File: config.mk
export PLATFORM = sky130hd
export DESIGN_NAME = ir_manchester_rx
export DESIGN_NICKNAME = d
export VERILOG_FILES = /design/src/ir_rx_pkg.sv /design/src/ir_manchester_rx.sv /design/src/ir_time_base.sv
export SDC_FILE = /design/constraint.sdc
export NUM_CORES = 1
export LEC_CHECK = 0
export CAP_MARGIN = 40
export CORE_UTILIZATION = 45
export CTS_CLUSTER_SIZE = 25
export DETAILED_ROUTE_END_ITERATION = 8
export DONT_BUFFER_PORTS = 1
export SETUP_SLACK_MARGIN = 0.02
export SLEW_MARGIN = 20
export SYNTH_ARGS = -nofsm -noshare
export SYNTH_HDL_FRONTEND = slang
export SYNTH_HIERARCHICAL = 1
export SYNTH_SLANG_ARGS = --single-unit
File: constraint.sdc
create_clock -name clk_sys_i -period 5.4 [get_ports clk_sys_i]
set_clock_uncertainty 0.2 [all_clocks]
set_input_delay 0.27 -clock clk_sys_i [delete_from_list [all_inputs] [get_ports clk_sys_i]]
set_output_delay 0.27 -clock clk_sys_i [all_outputs]
set_load 0.05 [all_outputs]
File: src/ir_rx_pkg.sv
// package for the manchester remote-control receiver: map, fields, timing
// assumes a 32-bit axi4-lite slave and one 250 MHz system clock
`default_nettype none
package ir_rx_pkg;
  // ----------------------------------------------------------------
  // register map (byte addresses)
  // ----------------------------------------------------------------
  localparam logic [7:0] CTRL_OFS = 8'h00;
  localparam logic [7:0] TIMING_OFS = 8'h04;
  localparam logic [7:0] GUIDE_OFS = 8'h08;
  localparam logic [7:0] STATUS_OFS = 8'h0C;
  localparam logic [7:0] SHIFT_OFS = 8'h10;
  localparam logic [7:0] DATA_OFS = 8'h14;
  localparam logic [7:0] ADDR_MASK = 8'hFC;

  // ----------------------------------------------------------------
  // field layouts
  // ----------------------------------------------------------------
  localparam int CTRL_EN_BIT = 0;
  localparam int CTRL_FMT_BIT = 1;
  localparam int CTRL_DIR_BIT = 2;
  localparam int CTRL_INV_BIT = 3;
  localparam int CTRL_DIV_LSB = 8;
  localparam int CTRL_PRE_LSB = 16;
  localparam int FIELD_W = 5;
  localparam int T1_LSB = 0;
  localparam int T2_LSB = 8;
  localparam int T3_LSB = 16;
  localparam int T4_LSB = 24;
  localparam int GL_LSB = 0;
  localparam int GH_LSB = 8;
  localparam int ST_FULL = 0;
  localparam int ST_DERR = 1;
  localparam int ST_REND = 2;
  localparam int ST_HOLD = 3;
  localparam int ST_GOK = 4;
  localparam int ST_BCT_LSB = 8;
  localparam int NORMAL_BITS_BEFORE_WIDE = 3;
  localparam logic [31:0] CTRL_RST = 32'h0000_0000;
  localparam logic [31:0] TIMING_RST = 32'h1F17_0F07;
  localparam logic [31:0] GUIDE_RST = 32'h0000_0F07;

  localparam logic [1:0] RESP_OKAY = 2'h0;
  localparam logic [1:0] RESP_SLVERR = 2'h2;

  typedef enum logic {FMT_GUIDELESS, FMT_GUIDED} fmt_e;

  typedef struct packed {
    logic enable;
    fmt_e fmt;
    logic msb_first;
    logic invert;
    logic [7:0] div_sel;
    logic [7:0] pre_sel;
    logic [FIELD_W-1:0] t1;
    logic [FIELD_W-1:0] t2;
    logic [FIELD_W-1:0] t3;
    logic [FIELD_W-1:0] t4;
    logic [FIELD_W-1:0] guide_lo;
    logic [FIELD_W-1:0] guide_hi;
  } cfg_s;

  typedef struct packed {
    logic shift_full;
    logic data_error;
    logic rx_end;
    logic hold;
    logic guide_ok;
  } flag_s;
endpackage
`default_nettype wire

File: src/ir_manchester_rx.sv
// manchester remote-control receiver, guideless and guided formats,
// with an axi4-lite register slave. assumes rx_i comes from an ir front
// end, asynchronous to clk_sys_i; one write and one read at a time.
//
// Design decisions made here: the register offsets and register access over AXI4-Lite.
`default_nettype none
module ir_manchester_rx
  import ir_rx_pkg::*;
#(
  parameter int CNT_W = 7
) (
  // clock and reset
  input wire logic clk_sys_i,
  input wire logic rst_b_i,
  // remote input
  input wire logic rx_i,
  // axi4-lite write
  input wire logic [7:0] s_awaddr_i,
  input wire logic s_awvalid_i,
  output logic s_awready_o,
  input wire logic [31:0] s_wdata_i,
  input wire logic [3:0] s_wstrb_i,
  input wire logic s_wvalid_i,
  output logic s_wready_o,
  output logic [1:0] s_bresp_o,
  output logic s_bvalid_o,
  input wire logic s_bready_i,
  // axi4-lite read
  input wire logic [7:0] s_araddr_i,
  input wire logic s_arvalid_i,
  output logic s_arready_o,
  output logic [31:0] s_rdata_o,
  output logic [1:0] s_rresp_o,
  output logic s_rvalid_o,
  input wire logic s_rready_i
);
  // ----------------------------------------------------------------
  // registers and bus slave
  // ----------------------------------------------------------------
  logic [31:0] ctrl_q, timing_q, guide_q;
  logic aw_q, w_q;
  logic [7:0] awaddr_q;
  logic [31:0] wdata_q;
  logic [3:0] wstrb_q;
  flag_s flag_q;
  logic [7:0] shift_q, data_q;
  logic [3:0] bct_q;
  cfg_s cfg;

  assign cfg.enable = ctrl_q[CTRL_EN_BIT];
  assign cfg.fmt = fmt_e'(ctrl_q[CTRL_FMT_BIT]);
  assign cfg.msb_first = ctrl_q[CTRL_DIR_BIT];
  assign cfg.invert = ctrl_q[CTRL_INV_BIT];
  assign cfg.div_sel = ctrl_q[CTRL_DIV_LSB +: 8];
  assign cfg.pre_sel = ctrl_q[CTRL_PRE_LSB +: 8];
  assign cfg.t1 = timing_q[T1_LSB +: FIELD_W];
  assign cfg.t2 = timing_q[T2_LSB +: FIELD_W];
  assign cfg.t3 = timing_q[T3_LSB +: FIELD_W];
  assign cfg.t4 = timing_q[T4_LSB +: FIELD_W];
  assign cfg.guide_lo = guide_q[GL_LSB +: FIELD_W];
  assign cfg.guide_hi = guide_q[GH_LSB +: FIELD_W];

  wire aw_take = s_awvalid_i && !aw_q && !s_bvalid_o;
  wire w_take = s_wvalid_i && !w_q && !s_bvalid_o;
  wire wr_go = aw_q && w_q;
  wire [7:0] wa = awaddr_q & ADDR_MASK;
  wire wr_ok = (wa == CTRL_OFS) || (wa == TIMING_OFS) || (wa == GUIDE_OFS)
    || (wa == STATUS_OFS) || (wa == SHIFT_OFS) || (wa == DATA_OFS);
  wire ar_take = s_arvalid_i && !s_rvalid_o;
  wire [7:0] ra = s_araddr_i & ADDR_MASK;
  wire rd_shift = ar_take && (ra == SHIFT_OFS);
  wire [31:0] wmask = {{8{wstrb_q[3]}}, {8{wstrb_q[2]}}, {8{wstrb_q[1]}},
    {8{wstrb_q[0]}}};
  wire st_wr = wr_go && (wa == STATUS_OFS);
  // status flags except hold clear by writing one; hold clears on a shift read
  wire [31:0] st_clr = st_wr ? (wdata_q & wmask) : 32'h0000_0000;
  wire [31:0] status_word = {16'h0000, 4'h0, bct_q, 3'h0, flag_q.guide_ok,
    flag_q.hold, flag_q.rx_end, flag_q.data_error, flag_q.shift_full};
  logic [31:0] rd_mux;
  logic rd_ok;
  always_comb begin
    rd_ok = 1'b1;
    case (ra)
      CTRL_OFS: rd_mux = ctrl_q;
      TIMING_OFS: rd_mux = timing_q;
      GUIDE_OFS: rd_mux = guide_q;
      STATUS_OFS: rd_mux = status_word;
      SHIFT_OFS: rd_mux = {24'h000000, shift_q};
      DATA_OFS: rd_mux = {24'h000000, data_q};
      default: begin
        rd_mux = 32'h0000_0000;
        rd_ok = 1'b0;
      end
    endcase
  end

  assign s_awready_o = !aw_q && !s_bvalid_o;
  assign s_wready_o = !w_q && !s_bvalid_o;
  assign s_arready_o = !s_rvalid_o;

  always_ff @(posedge clk_sys_i or negedge rst_b_i) begin
    if (!rst_b_i) begin
      aw_q <= 1'b0;
      w_q <= 1'b0;
      awaddr_q <= 8'h00;
      wdata_q <= 32'h0000_0000;
      wstrb_q <= 4'h0;
      s_bvalid_o <= 1'b0;
      s_bresp_o <= RESP_OKAY;
      s_rvalid_o <= 1'b0;
      s_rresp_o <= RESP_OKAY;
      s_rdata_o <= 32'h0000_0000;
      ctrl_q <= CTRL_RST;
      timing_q <= TIMING_RST;
      guide_q <= GUIDE_RST;
    end else begin
      if (aw_take) begin
        aw_q <= 1'b1;
        awaddr_q <= s_awaddr_i;
      end
      if (w_take) begin
        w_q <= 1'b1;
        wdata_q <= s_wdata_i;
        wstrb_q <= s_wstrb_i;
      end
      if (wr_go) begin
        aw_q <= 1'b0;
        w_q <= 1'b0;
        s_bvalid_o <= 1'b1;
        s_bresp_o <= wr_ok ? RESP_OKAY : RESP_SLVERR;
        if (wa == CTRL_OFS) ctrl_q <= (ctrl_q & ~wmask) | (wdata_q & wmask);
        if (wa == TIMING_OFS) begin
          timing_q <= (timing_q & ~wmask) | (wdata_q & wmask);
        end
        if (wa == GUIDE_OFS) begin
          guide_q <= (guide_q & ~wmask) | (wdata_q & wmask);
        end
      end else if (s_bvalid_o && s_bready_i) begin
        s_bvalid_o <= 1'b0;
      end
      if (ar_take) begin
        s_rvalid_o <= 1'b1;
        s_rdata_o <= rd_mux;
        s_rresp_o <= rd_ok ? RESP_OKAY : RESP_SLVERR;
      end else if (s_rvalid_o && s_rready_i) begin
        s_rvalid_o <= 1'b0;
      end
    end
  end

  // ----------------------------------------------------------------
  // input synchroniser and edge detect
  // ----------------------------------------------------------------
  logic sync1_q, sync2_q, prev_q;
  always_ff @(posedge clk_sys_i or negedge rst_b_i) begin
    if (!rst_b_i) begin
      sync1_q <= 1'b0;
      sync2_q <= 1'b0;
      prev_q <= 1'b0;
    end else begin
      sync1_q <= rx_i;
      sync2_q <= sync1_q;
      prev_q <= sync2_q ^ cfg.invert;
    end
  end
  wire rx_lvl = sync2_q ^ cfg.invert;
  wire edge_any = rx_lvl ^ prev_q;
  wire edge_rise = rx_lvl && !prev_q;

  // ----------------------------------------------------------------
  // time base and pulse-width counter
  // ----------------------------------------------------------------
  typedef enum logic [3:0] {
    S_IDLE, S_GUIDE, S_SYNC, S_WAIT_T1, S_WAIT_T2, S_WAIT_T3,
    S_MID_EDGE, S_END_EDGE, S_HOLD
  } st_e;
  st_e st_q, st_d;
  logic half_q;
  logic [CNT_W-1:0] pw_q;
  logic tick;

  ir_time_base #(
    .SEL_W(8)
  ) u_tb (
    .clk_sys_i(clk_sys_i),
    .rst_b_i(rst_b_i),
    .run_i(cfg.enable && (st_q != S_IDLE) && (st_q != S_HOLD)),
    .half_i(half_q),
    .div_sel_i(cfg.div_sel),
    .pre_sel_i(cfg.pre_sel),
    .tick_o(tick)
  );

  // timing n falls when the count reaches field plus one periods
  wire [CNT_W-1:0] pw_nx = pw_q + (tick ? 1'b1 : 1'b0);
  wire at_t1 = tick && (pw_nx == CNT_W'(cfg.t1) + 1'b1);
  wire at_t2 = tick && (pw_nx == CNT_W'(cfg.t2) + 1'b1);
  wire at_t3 = tick && (pw_nx == CNT_W'(cfg.t3) + 1'b1);
  wire at_t4 = tick && (pw_nx == CNT_W'(cfg.t4) + 1'b1);
  wire g_ok = (pw_q >= CNT_W'(cfg.guide_lo) + 1'b1)
    && (pw_q < CNT_W'(cfg.guide_hi) + 1'b1);

  // ----------------------------------------------------------------
  // bit decoder
  // ----------------------------------------------------------------
  logic s1_q, s3_q, first_q;
  logic [1:0] nbit_q;
  wire guided = (cfg.fmt == FMT_GUIDED);
  // manchester: 1 is low then high, 0 is high then low; a guideless first
  // bit has no earlier half so only a high first sample is acceptable
  wire bit_err = first_q ? !s1_q : (s1_q == s3_q);
  wire bit_val = s1_q;
  wire decide = (st_q == S_WAIT_T2) && at_t2;
  wire good_bit = decide && !bit_err;
  wire bad_bit = decide && bit_err;
  wire frame_start = cfg.enable && (st_q == S_IDLE) && edge_rise;
  wire guide_pass = (st_q == S_GUIDE) && edge_rise && g_ok;
  wire [7:0] shifted = cfg.msb_first ? {shift_q[6:0], bit_val}
    : {bit_val, shift_q[7:1]};
  wire byte_done = good_bit && (bct_q[2:0] == 3'h7);
  wire rate_flip = good_bit && guided
    && (half_q || (nbit_q == 2'(NORMAL_BITS_BEFORE_WIDE)));
  wire rx_end_ev = (st_q == S_END_EDGE) && at_t4;

  always_comb begin
    st_d = st_q;
    case (st_q)
      S_IDLE: if (frame_start) st_d = guided ? S_GUIDE : S_WAIT_T1;
      S_GUIDE: if (edge_rise) st_d = g_ok ? S_SYNC : S_GUIDE;
      S_SYNC: if (at_t1) st_d = S_MID_EDGE;
      S_WAIT_T1: if (at_t1) st_d = S_WAIT_T2;
      S_WAIT_T2: if (decide) st_d = bit_err ? S_IDLE
        : (rate_flip ? S_SYNC : S_WAIT_T3);
      S_WAIT_T3: if (at_t3) st_d = S_END_EDGE;
      S_MID_EDGE: begin
        if (edge_any) st_d = S_WAIT_T1;
        else if (at_t3) st_d = S_IDLE;
      end
      S_END_EDGE: begin
        if (edge_any) st_d = S_WAIT_T1;
        else if (at_t4) st_d = S_HOLD;
      end
      S_HOLD: if (rd_shift) st_d = S_IDLE;
      default: st_d = S_IDLE;
    endcase
    if (!cfg.enable) st_d = S_IDLE;
  end

  wire pw_clr = frame_start || ((st_q == S_GUIDE) && edge_rise) || rate_flip
    || ((st_q == S_MID_EDGE) && edge_any)
    || ((st_q == S_END_EDGE) && edge_any);
  wire clr_rx = (frame_start && !guided) || guide_pass;

  always_ff @(posedge clk_sys_i or negedge rst_b_i) begin
    if (!rst_b_i) begin
      st_q <= S_IDLE;
      pw_q <= '0;
      s1_q <= 1'b0;
      s3_q <= 1'b0;
      first_q <= 1'b0;
      nbit_q <= 2'h0;
      half_q <= 1'b0;
      shift_q <= 8'h00;
      data_q <= 8'h00;
      bct_q <= 4'h0;
      flag_q <= '0;
    end else begin
      st_q <= st_d;
      // counter saturates so a stalled line cannot wrap into a timing
      if (pw_clr) pw_q <= '0;
      else if (tick && !(&pw_q)) pw_q <= pw_nx;
      if (st_q == S_WAIT_T1 && at_t1) s1_q <= rx_lvl;
      if (st_q == S_WAIT_T3 && at_t3) s3_q <= rx_lvl;
      if (st_q == S_SYNC && at_t1) s3_q <= rx_lvl;
      if (clr_rx) begin
        shift_q <= 8'h00;
        bct_q <= 4'h0;
        first_q <= !guided;
        nbit_q <= 2'h0;
        half_q <= 1'b0;
      end else if (good_bit) begin
        first_q <= 1'b0;
        bct_q <= bct_q + 1'b1;
        shift_q <= byte_done ? 8'h00 : shifted;
        if (byte_done) data_q <= shifted;
        if (guided && half_q) begin
          half_q <= 1'b0;
        end else if (guided && nbit_q == 2'(NORMAL_BITS_BEFORE_WIDE)) begin
          half_q <= 1'b1;
          nbit_q <= 2'h0;
        end else if (guided && bct_q < 4'(NORMAL_BITS_BEFORE_WIDE + 1)) begin
          nbit_q <= nbit_q + 1'b1;
        end
      end else if (bad_bit) begin
        half_q <= 1'b0;
      end
      if (!cfg.enable) half_q <= 1'b0;
      // hardware set wins over a software clear in the same cycle
      flag_q.shift_full <= byte_done || (flag_q.shift_full && !st_clr[ST_FULL]);
      flag_q.data_error <= bad_bit
        || ((st_q == S_MID_EDGE) && !edge_any && at_t3)
        || (flag_q.data_error && !st_clr[ST_DERR]);
      flag_q.rx_end <= rx_end_ev || (flag_q.rx_end && !st_clr[ST_REND]);
      flag_q.hold <= rx_end_ev || (flag_q.hold && !rd_shift);
      flag_q.guide_ok <= guide_pass || (flag_q.guide_ok && !st_clr[ST_GOK]);
    end
  end
endmodule
`default_nettype wire

File: src/ir_time_base.sv
// time base: divider period times prescale count gives one tick pulse
// assumes select values are static while a frame is received
`default_nettype none
module ir_time_base
  import ir_rx_pkg::*;
#(
  parameter int SEL_W = 8
) (
  // clock and reset
  input wire logic clk_sys_i,
  input wire logic rst_b_i,
  // control
  input wire logic run_i,
  input wire logic half_i,
  input wire logic [SEL_W-1:0] div_sel_i,
  input wire logic [SEL_W-1:0] pre_sel_i,
  // tick
  output logic tick_o
);
  logic [SEL_W-1:0] div_q;
  logic [SEL_W-1:0] pre_q;
  logic slow_q;
  wire div_wrap = (div_q >= div_sel_i);
  wire pre_wrap = div_wrap && (pre_q >= pre_sel_i);

  // select value n means a period of n+1; the half-rate mode swallows
  // every second pre-tick rather than touching the counters
  always_ff @(posedge clk_sys_i or negedge rst_b_i) begin
    if (!rst_b_i) begin
      div_q <= '0;
      pre_q <= '0;
      slow_q <= 1'b0;
    end else if (!run_i) begin
      div_q <= '0;
      pre_q <= '0;
      slow_q <= 1'b0;
    end else begin
      div_q <= div_wrap ? '0 : div_q + 1'b1;
      if (div_wrap) begin
        pre_q <= pre_wrap ? '0 : pre_q + 1'b1;
      end
      if (pre_wrap) begin
        slow_q <= half_i ? !slow_q : 1'b0;
      end
    end
  end

  assign tick_o = pre_wrap && (!half_i || slow_q);
endmodule
`default_nettype wire

After elaboration in Yosys (flattened, before gate mapping)
Index checks and enable logic that the tools add are counted.
{ "word_totals": {"reg_bits": 242, "output_inout_bits": 41} }
{ "op_classes": {"n_reduce_logical": 106, "eq_ne": 40, "mux": 63, "magnitude_cmp": 5, "bitwise_logic": 11, "addsub": 11} }
{ "ops": {"columns": ["operator", "count"], "rows": [
  ["one-hot mux 32 bit (6 select lines)", 1],
  ["bitwise AND 32 bit", 4],
  ["OR 32 bit", 3],
  ["2-to-1 mux 8 bit", 9],
  ["2-to-1 mux 4 bit", 14],
  ["logical AND 1 bit", 50],
  ["adder 5 x 1 -> 6 bit, second input constant", 6],
  ["one-hot mux 4 bit (9 select lines)", 1],
  ["inverter 32 bit", 1],
  ["== test 7 x 6 -> 1 bit", 4],
  ["== test 6 x 2 -> 1 bit, second input constant", 4],
  ["== test 6 x 3 -> 1 bit, second input constant", 4],
  ["2-to-1 mux 1 bit", 24],
  ["inequality test 3 bit, second input constant", 7],
  ["logical OR 1 bit", 18],
  ["2-to-1 mux 2 bit", 9],
  ["zero test 1 bit", 17],
  ["adder 8 x 1 -> 8 bit, second input constant", 2],
  ["== test 4 x 3 -> 1 bit, second input constant", 4],
  [">= comparator 8 bit", 2],
  ["zero test 8 bit", 2],
  ["2-to-1 mux 7 bit", 2],
  ["nonzero test 2 bit", 7],
  ["== test 6 x 1 -> 1 bit, second input constant", 2],
  ["28 further kinds", 39]
]} }

Logic depth before layout (Yosys ltp)
{ "depth": {"depth_word": 16, "ltp_mapped": 16} }

Modules after synthesis
The synthesis kept the hierarchy.
{ "modules_own_cells": {"columns": ["mod", "instances", "cells_each", "seq_area_each_um2", "area_each_um2"], "rows": [
  ["ir_manchester_rx", 1, 878, 5559.1, 10630.2],
  ["ir_time_base", 1, 135, 425.4, 1224.9]
]} }

Worst setup path before layout
Ideal clock, no wire load.
{ "synth_path": {"path_type": "flip-flop to flip-flop", "start": "register u_tb.div_q[2]", "end": "register st_q[0]", "arrival_ns": 4.029, "path_buffers": 0, "slack_ns": 1.043, "t_required_ns": 5.073, "setup_time_ns": 0.127, "stages_incl_launch_ff": 16, "path_cell_list": "dfrtp_1 ha_1 a211oi_2 o21ai_1 a211oi_4 nor3_1 ha_1 ha_1 xnor2_1 xnor2_1 nand3_1 a211o_1 or2_4 a32oi_1 and4_4 mux2_1"} }
{ "synth_between": {"elab_chain_len": 16, "elab_cells_between_ends": 29, "cone_classes": "1 x add/sub; 1 x order compare; 10 x eq/ne; 6 x mux; 11 x reduce/logical"} }
{ "synth_lines": {"columns": ["element", "line_no", "rtl"], "rows": [
  ["start: declaration", "ir_time_base.sv:20", "logic [SEL_W-1:0] div_q;"],
  ["start signal: assignment", "ir_time_base.sv:38", "div_q <= div_wrap ? '0 : div_q + 1'b1;"],
  [">= comparator 8 bit *", "ir_time_base.sv:23", "wire div_wrap = (div_q >= div_sel_i);"],
  ["logical AND 1 bit *", "ir_time_base.sv:24", "wire pre_wrap = div_wrap && (pre_q >= pre_sel_i);"],
  ["logical AND 1 bit *", "ir_time_base.sv:48", "assign tick_o = pre_wrap && (!half_i || slow_q);"],
  ["named net tick", "ir_manchester_rx.sv:180", "logic tick;"],
  ["2-to-1 mux 1 bit", "ir_manchester_rx.sv:195", "wire [CNT_W-1:0] pw_nx = pw_q + (tick ? 1'b1 : 1'b0);"],
  ["adder 7 x 1 -> 7 bit", "ir_manchester_rx.sv:195", null],
  ["== test 7 x 6 -> 1 bit", "ir_manchester_rx.sv:197", "wire at_t2 = tick && (pw_nx == CNT_W'(cfg.t2) + 1'b1);"],
  ["logical AND 1 bit", "ir_manchester_rx.sv:197", null],
  ["logical AND 1 bit", "ir_manchester_rx.sv:213", "wire decide = (st_q == S_WAIT_T2) && at_t2;"],
  ["logical AND 1 bit", "ir_manchester_rx.sv:214", "wire good_bit = decide && !bit_err;"],
  ["logical AND 1 bit", "ir_manchester_rx.sv:221", "wire rate_flip = good_bit && guided"],
  ["logical AND 1 bit", "ir_manchester_rx.sv:222", "&& (half_q || (nbit_q == 2'(NORMAL_BITS_BEFORE_WIDE)));"],
  ["2-to-1 mux 3 bit", "ir_manchester_rx.sv:233", ": (rate_flip ? S_SYNC : S_WAIT_T3);"],
  ["2-to-1 mux 3 bit", "ir_manchester_rx.sv:232", "S_WAIT_T2: if (decide) st_d = bit_err ? S_IDLE"],
  ["2-to-1 mux 4 bit", "ir_manchester_rx.sv:232", null],
  ["one-hot mux 4 bit (9 select lines)", "ir_manchester_rx.sv:227", "case (st_q)"],
  ["2-to-1 mux 4 bit", "ir_manchester_rx.sv:246", "if (!cfg.enable) st_d = S_IDLE;"],
  ["end signal: assignment", "ir_manchester_rx.sv:268", "st_q <= st_d;"],
  ["end: declaration", "ir_manchester_rx.sv:177", "st_e st_q, st_d;"]
]} }
Mark *: on every way through the listed nets, which the timed path passes. The rest lies on a longest branch. The select of a mux whose other input is x is not followed.
A chain may end at the register's enable or synchronous reset.

Worst setup path in the final report
{ "layout_path": {"start": "register u_tb.pre_q[2]", "end": "register st_q[2]"} }
{ "layout_between": {"elab_chain_len": 16, "elab_cells_between_ends": 29, "cone_classes": "1 x add/sub; 1 x order compare; 10 x eq/ne; 6 x mux; 11 x reduce/logical"} }
{ "layout_lines": {"columns": ["element", "line_no", "rtl"], "rows": [
  ["start: declaration", "ir_time_base.sv:21", "logic [SEL_W-1:0] pre_q;"],
  ["start signal: assignment", "ir_time_base.sv:40", "pre_q <= pre_wrap ? '0 : pre_q + 1'b1;"],
  [">= comparator 8 bit *", "ir_time_base.sv:24", null],
  ["logical AND 1 bit *", "ir_time_base.sv:24", null],
  ["logical AND 1 bit *", "ir_time_base.sv:48", null],
  ["named net tick", "ir_manchester_rx.sv:180", null],
  ["2-to-1 mux 1 bit", "ir_manchester_rx.sv:195", null],
  ["adder 7 x 1 -> 7 bit", "ir_manchester_rx.sv:195", null],
  ["== test 7 x 6 -> 1 bit", "ir_manchester_rx.sv:197", null],
  ["logical AND 1 bit", "ir_manchester_rx.sv:197", null],
  ["logical AND 1 bit", "ir_manchester_rx.sv:213", null],
  ["logical AND 1 bit", "ir_manchester_rx.sv:214", null],
  ["logical AND 1 bit", "ir_manchester_rx.sv:221", null],
  ["logical AND 1 bit", "ir_manchester_rx.sv:222", null],
  ["2-to-1 mux 3 bit", "ir_manchester_rx.sv:233", null],
  ["2-to-1 mux 3 bit", "ir_manchester_rx.sv:232", null],
  ["2-to-1 mux 4 bit", "ir_manchester_rx.sv:232", null],
  ["one-hot mux 4 bit (9 select lines)", "ir_manchester_rx.sv:227", null],
  ["2-to-1 mux 4 bit", "ir_manchester_rx.sv:246", null]
]} }
Marked as above.

==> results.yml <==
run_status:
  run_status: "finished, violations left"
  failed_checks: "hold timing"
sta:
  fmax_mhz: 215
  hold_violations: 239
  tightest_slew_ps: 861
  post-route-min-period_ps: 4640
  hold_slack_ps: -754
  setup_tns_ps: 0
  finalMaxSlewViolations: 0
  post-route-period-util_pct: 86.0
  finalSetupViolCount: 0
  maxSlewHeadroom_pct: 42.2
  rsz0062_at_grt: "no"
clock_network:
  htreeDepth: 1
  clk_latency_ps: 530
  cts_root_buffer: "clkbuf_16"
  postCtsSetupBuffers: 0
  postCtsHoldBufs: 55
  cts.path.max_buffers: 3
  cts.clk_slew.worst_paths_ps: 60
  cts_resized: 0
  cts_made_buffers: 26
  clock-sinks: 238
  cts_tree: "done"
power_and_ir_drop:
  vdd_drop_max_mv: 0.364
  combPwrFrac_pct: 32.7
  p_leak_nw: 6.10
  internal-power_w: 0.00433
  p_sw_w: 0.00233
  switching_share_pct: 35.0
  design_power_total_w: 0.00666
  powerDensity_nw_per_um2: 488
  seqPwrFrac_pct: 41.8
  clkPwrFrac_pct: 25.5
yosys:
  seq_area_frac_synth_pct: 50.5
  syn-instance-count: 1013
  syn_avg_cell_area_um2: 11.7
  yosysWarningCount: 6
  yosysUniqueCellTypes: 65
  yosys.area_share.simple_pct: 10.3
  synth.area.mux_share_pct: 19.0
  syn-cell-area_um2: 11900
  synth_seq_cells: 238
  synthXorXnorAreaFrac_pct: 4.21
  synth_edf_count: 0
  synth_ff_type: "dfrtp_1"
  synth_top_family_by_area: "multiplexers"
  async_flop_share_pct: 100
  synth_adder_area_share_pct: 4.33
  synth_compound_area_share_pct: 9.54
placed_design:
  port_buffers: 0
  place_hpwl_mm: 17.9
  place_congestion: 0.860
setup_path:
  path_delay_family: "simple AND/OR/NAND/NOR gates"
  slowest_delay_ps: 450
  startpoint_type: "flip-flop"
  crit_chain: "ha_1 > o211ai_1 > o21ai_0 > a221oi_2 > buf_4 > nor3_1 > ha_1 > ha_1 > xnor2_1 > buf_4 > xnor2_1 > nand3_1 > a211o_1 > or2_4 > a32oi_1 > and4_4 > mux2_1"
  critPathMostFrequentCell: "ha_1"
  critPathCaptureType: "flip-flop"
  worstSetupPathType: "flip-flop to flip-flop"
  required_ps: 5600
  crit_arrival_ps: 4840
  path_max_fanout: 7
  cpMaxStageDelayCell: "dfrtp_1"
  path_buf_inv: 2
global_routing:
  grt_pass1_wl_mm: 43.9
  antenna_found_initial: 0
  grt_pass1_vias: 8018
  grt_max_degree: 239
  gr-usage-all-layers_pct: 20.9
  grt_overflow: 0
drt:
  finalWirelength_mm: 27.2
  wl_per_cell_um: 19.0
  viasPerCell: 5.56
  drc_errors: 0
  first_pass_iters: 5
  first_iter_violations: 393
  antenna_left: 0
  vias: 7956
run:
  cap_violations: 0
layout:
  final_layout_size_suffix_gt1_share_pct: 24.4
  mostFrequentLayoutCell: "dfrtp_1"
  syn_to_final_growth_pct: 15.2
  layout_common_cells: "215 x dfrtp_1, 159 x mux2_2, 85 x nand2_1, 59 x nor2_1, 53 x dlygate4sd3_1"
  finalNetCount: 1177
  antenna_cells: 0
floorplanning:
  fp.dieH_um: 164
  coreArea_um2: 26000
  fp.dieW_um: 164
  io_pins: 101
  initial_core_util_pct: 45.6
  rows: 59
  die_area_um2: 27000
hold_path:
  hold_path.class: "input port to asynchronous set/reset pin"
==> through the flow <==
step	util, %	hold WS [ps]	setup slack, ps	cells	instance area (um2)
after floorplan	-	-226	1040	1014	11900
after global placement	47.0	-210	832	1322	12200
after detailed placement	47.2	-211	821	1328	12300
after global routing	52.5	-775	492	1430	13700
final	52.5	-754	758	1430	13700
after CTS	52.5	-767	771	1430	13700
==> area by class of cell <==
cell class | instances | area (um2)
clock buffers | 37 | 763
clock inverters | 10 | 56.3
fillers | 2304 | 12300
inverters | 28 | 105
multi-input cells | 712 | 5630
flip-flops and latches | 238 | 5980
well taps | 335 | 419
repair buffers | 70 | 697
==> final timing paths <==
path / from / to / slack (ps) / cells past startpoint
min in group clk_sys_i: s_araddr_i[2] / s_rdata_o[7] / -10 / 4
worst max-delay path: u_tb/pre_q[2] / st_q[2] / 760 / 17
worst min-delay path: rst_b_i / sync1_q / -750 / 0
worst max register to register: u_tb/pre_q[2] / st_q[2] / 760 / 17
max in group asynchronous: rst_b_i / st_q[0] / 5050 / 0
worst min register to register: sync1_q / sync2_q / 160 / 0
==> routing by layer <==
metal | up-vias | track usage (%) | share of wire [%]
li1 | 3770 | - | -
met1 | 3996 | 30.6 | 49
met2 | 155 | 32.4 | 45
met3 | 35 | 3.06 | 4.3
met4 | 0 | 5.01 | 1.5
met5 | - | 0 | 0
==> logic make-up after synthesis <==
family,count (synthesis)
AOI/OAI and AO/OA,164
xor gates and xnor gates,57
adders and majority gates,41
buffers and inverters,64
DFF,238
muxes,196
other,1
and+or+nand+nor,252
==> power by group through the flow <==
stage / Sequential (W) / Combinational [W] / Clock [W]
2_1_floorplan: 0.00261 / 0.00174 / 0
3_3_place_gp: 0.00281 / 0.00206 / 0
3_5_place_dp: 0.00282 / 0.00213 / 0
4_1_cts: 0.00279 / 0.00219 / 0.00173
5_1_grt: 0.00286 / 0.00241 / 0.00181
6_report: 0.00279 / 0.00218 / 0.00170
==> worst reg2reg max path: cells and delay by family, from the launching register on <==
family	cells	cell delay (ps)
flops	1	450
mux	1	320
buf+inv	2	350
compound gates	5	1010
xor+xnor	2	270
simple gates	4	1070
fa+ha+maj	3	840
==> cell usage after synthesis, types with 4 or more instances <==
library cell,instances,area share [%]
nand4_1,7,0.37
inv_1,28,0.89
xnor2_1,26,1.9
xor2_1,31,2.3
and3_1,4,0.21
a22oi_1,7,0.44
a31oi_1,8,0.42
or3_1,12,0.63
o21ai_0,49,2.1
a21o_1,6,0.38
dfstp_2,23,5.1
a22o_1,36,2.7
dfrtp_1,215,45
nor2b_1,8,0.42
nand2_1,85,2.7
nor2_1,59,1.9
buf_1,6,0.19
ha_1,41,4.3
o22ai_1,4,0.21
a21oi_1,22,0.93
mux4_2,7,1.3
or2_2,4,0.21
mux2_2,159,15
clkbuf_1,25,0.79
nand2b_1,9,0.47
nand3_1,32,1.4
o21a_1,5,0.32
nor3_1,10,0.42
mux2i_1,28,2.4
Power figures use the tool's default switching activity.
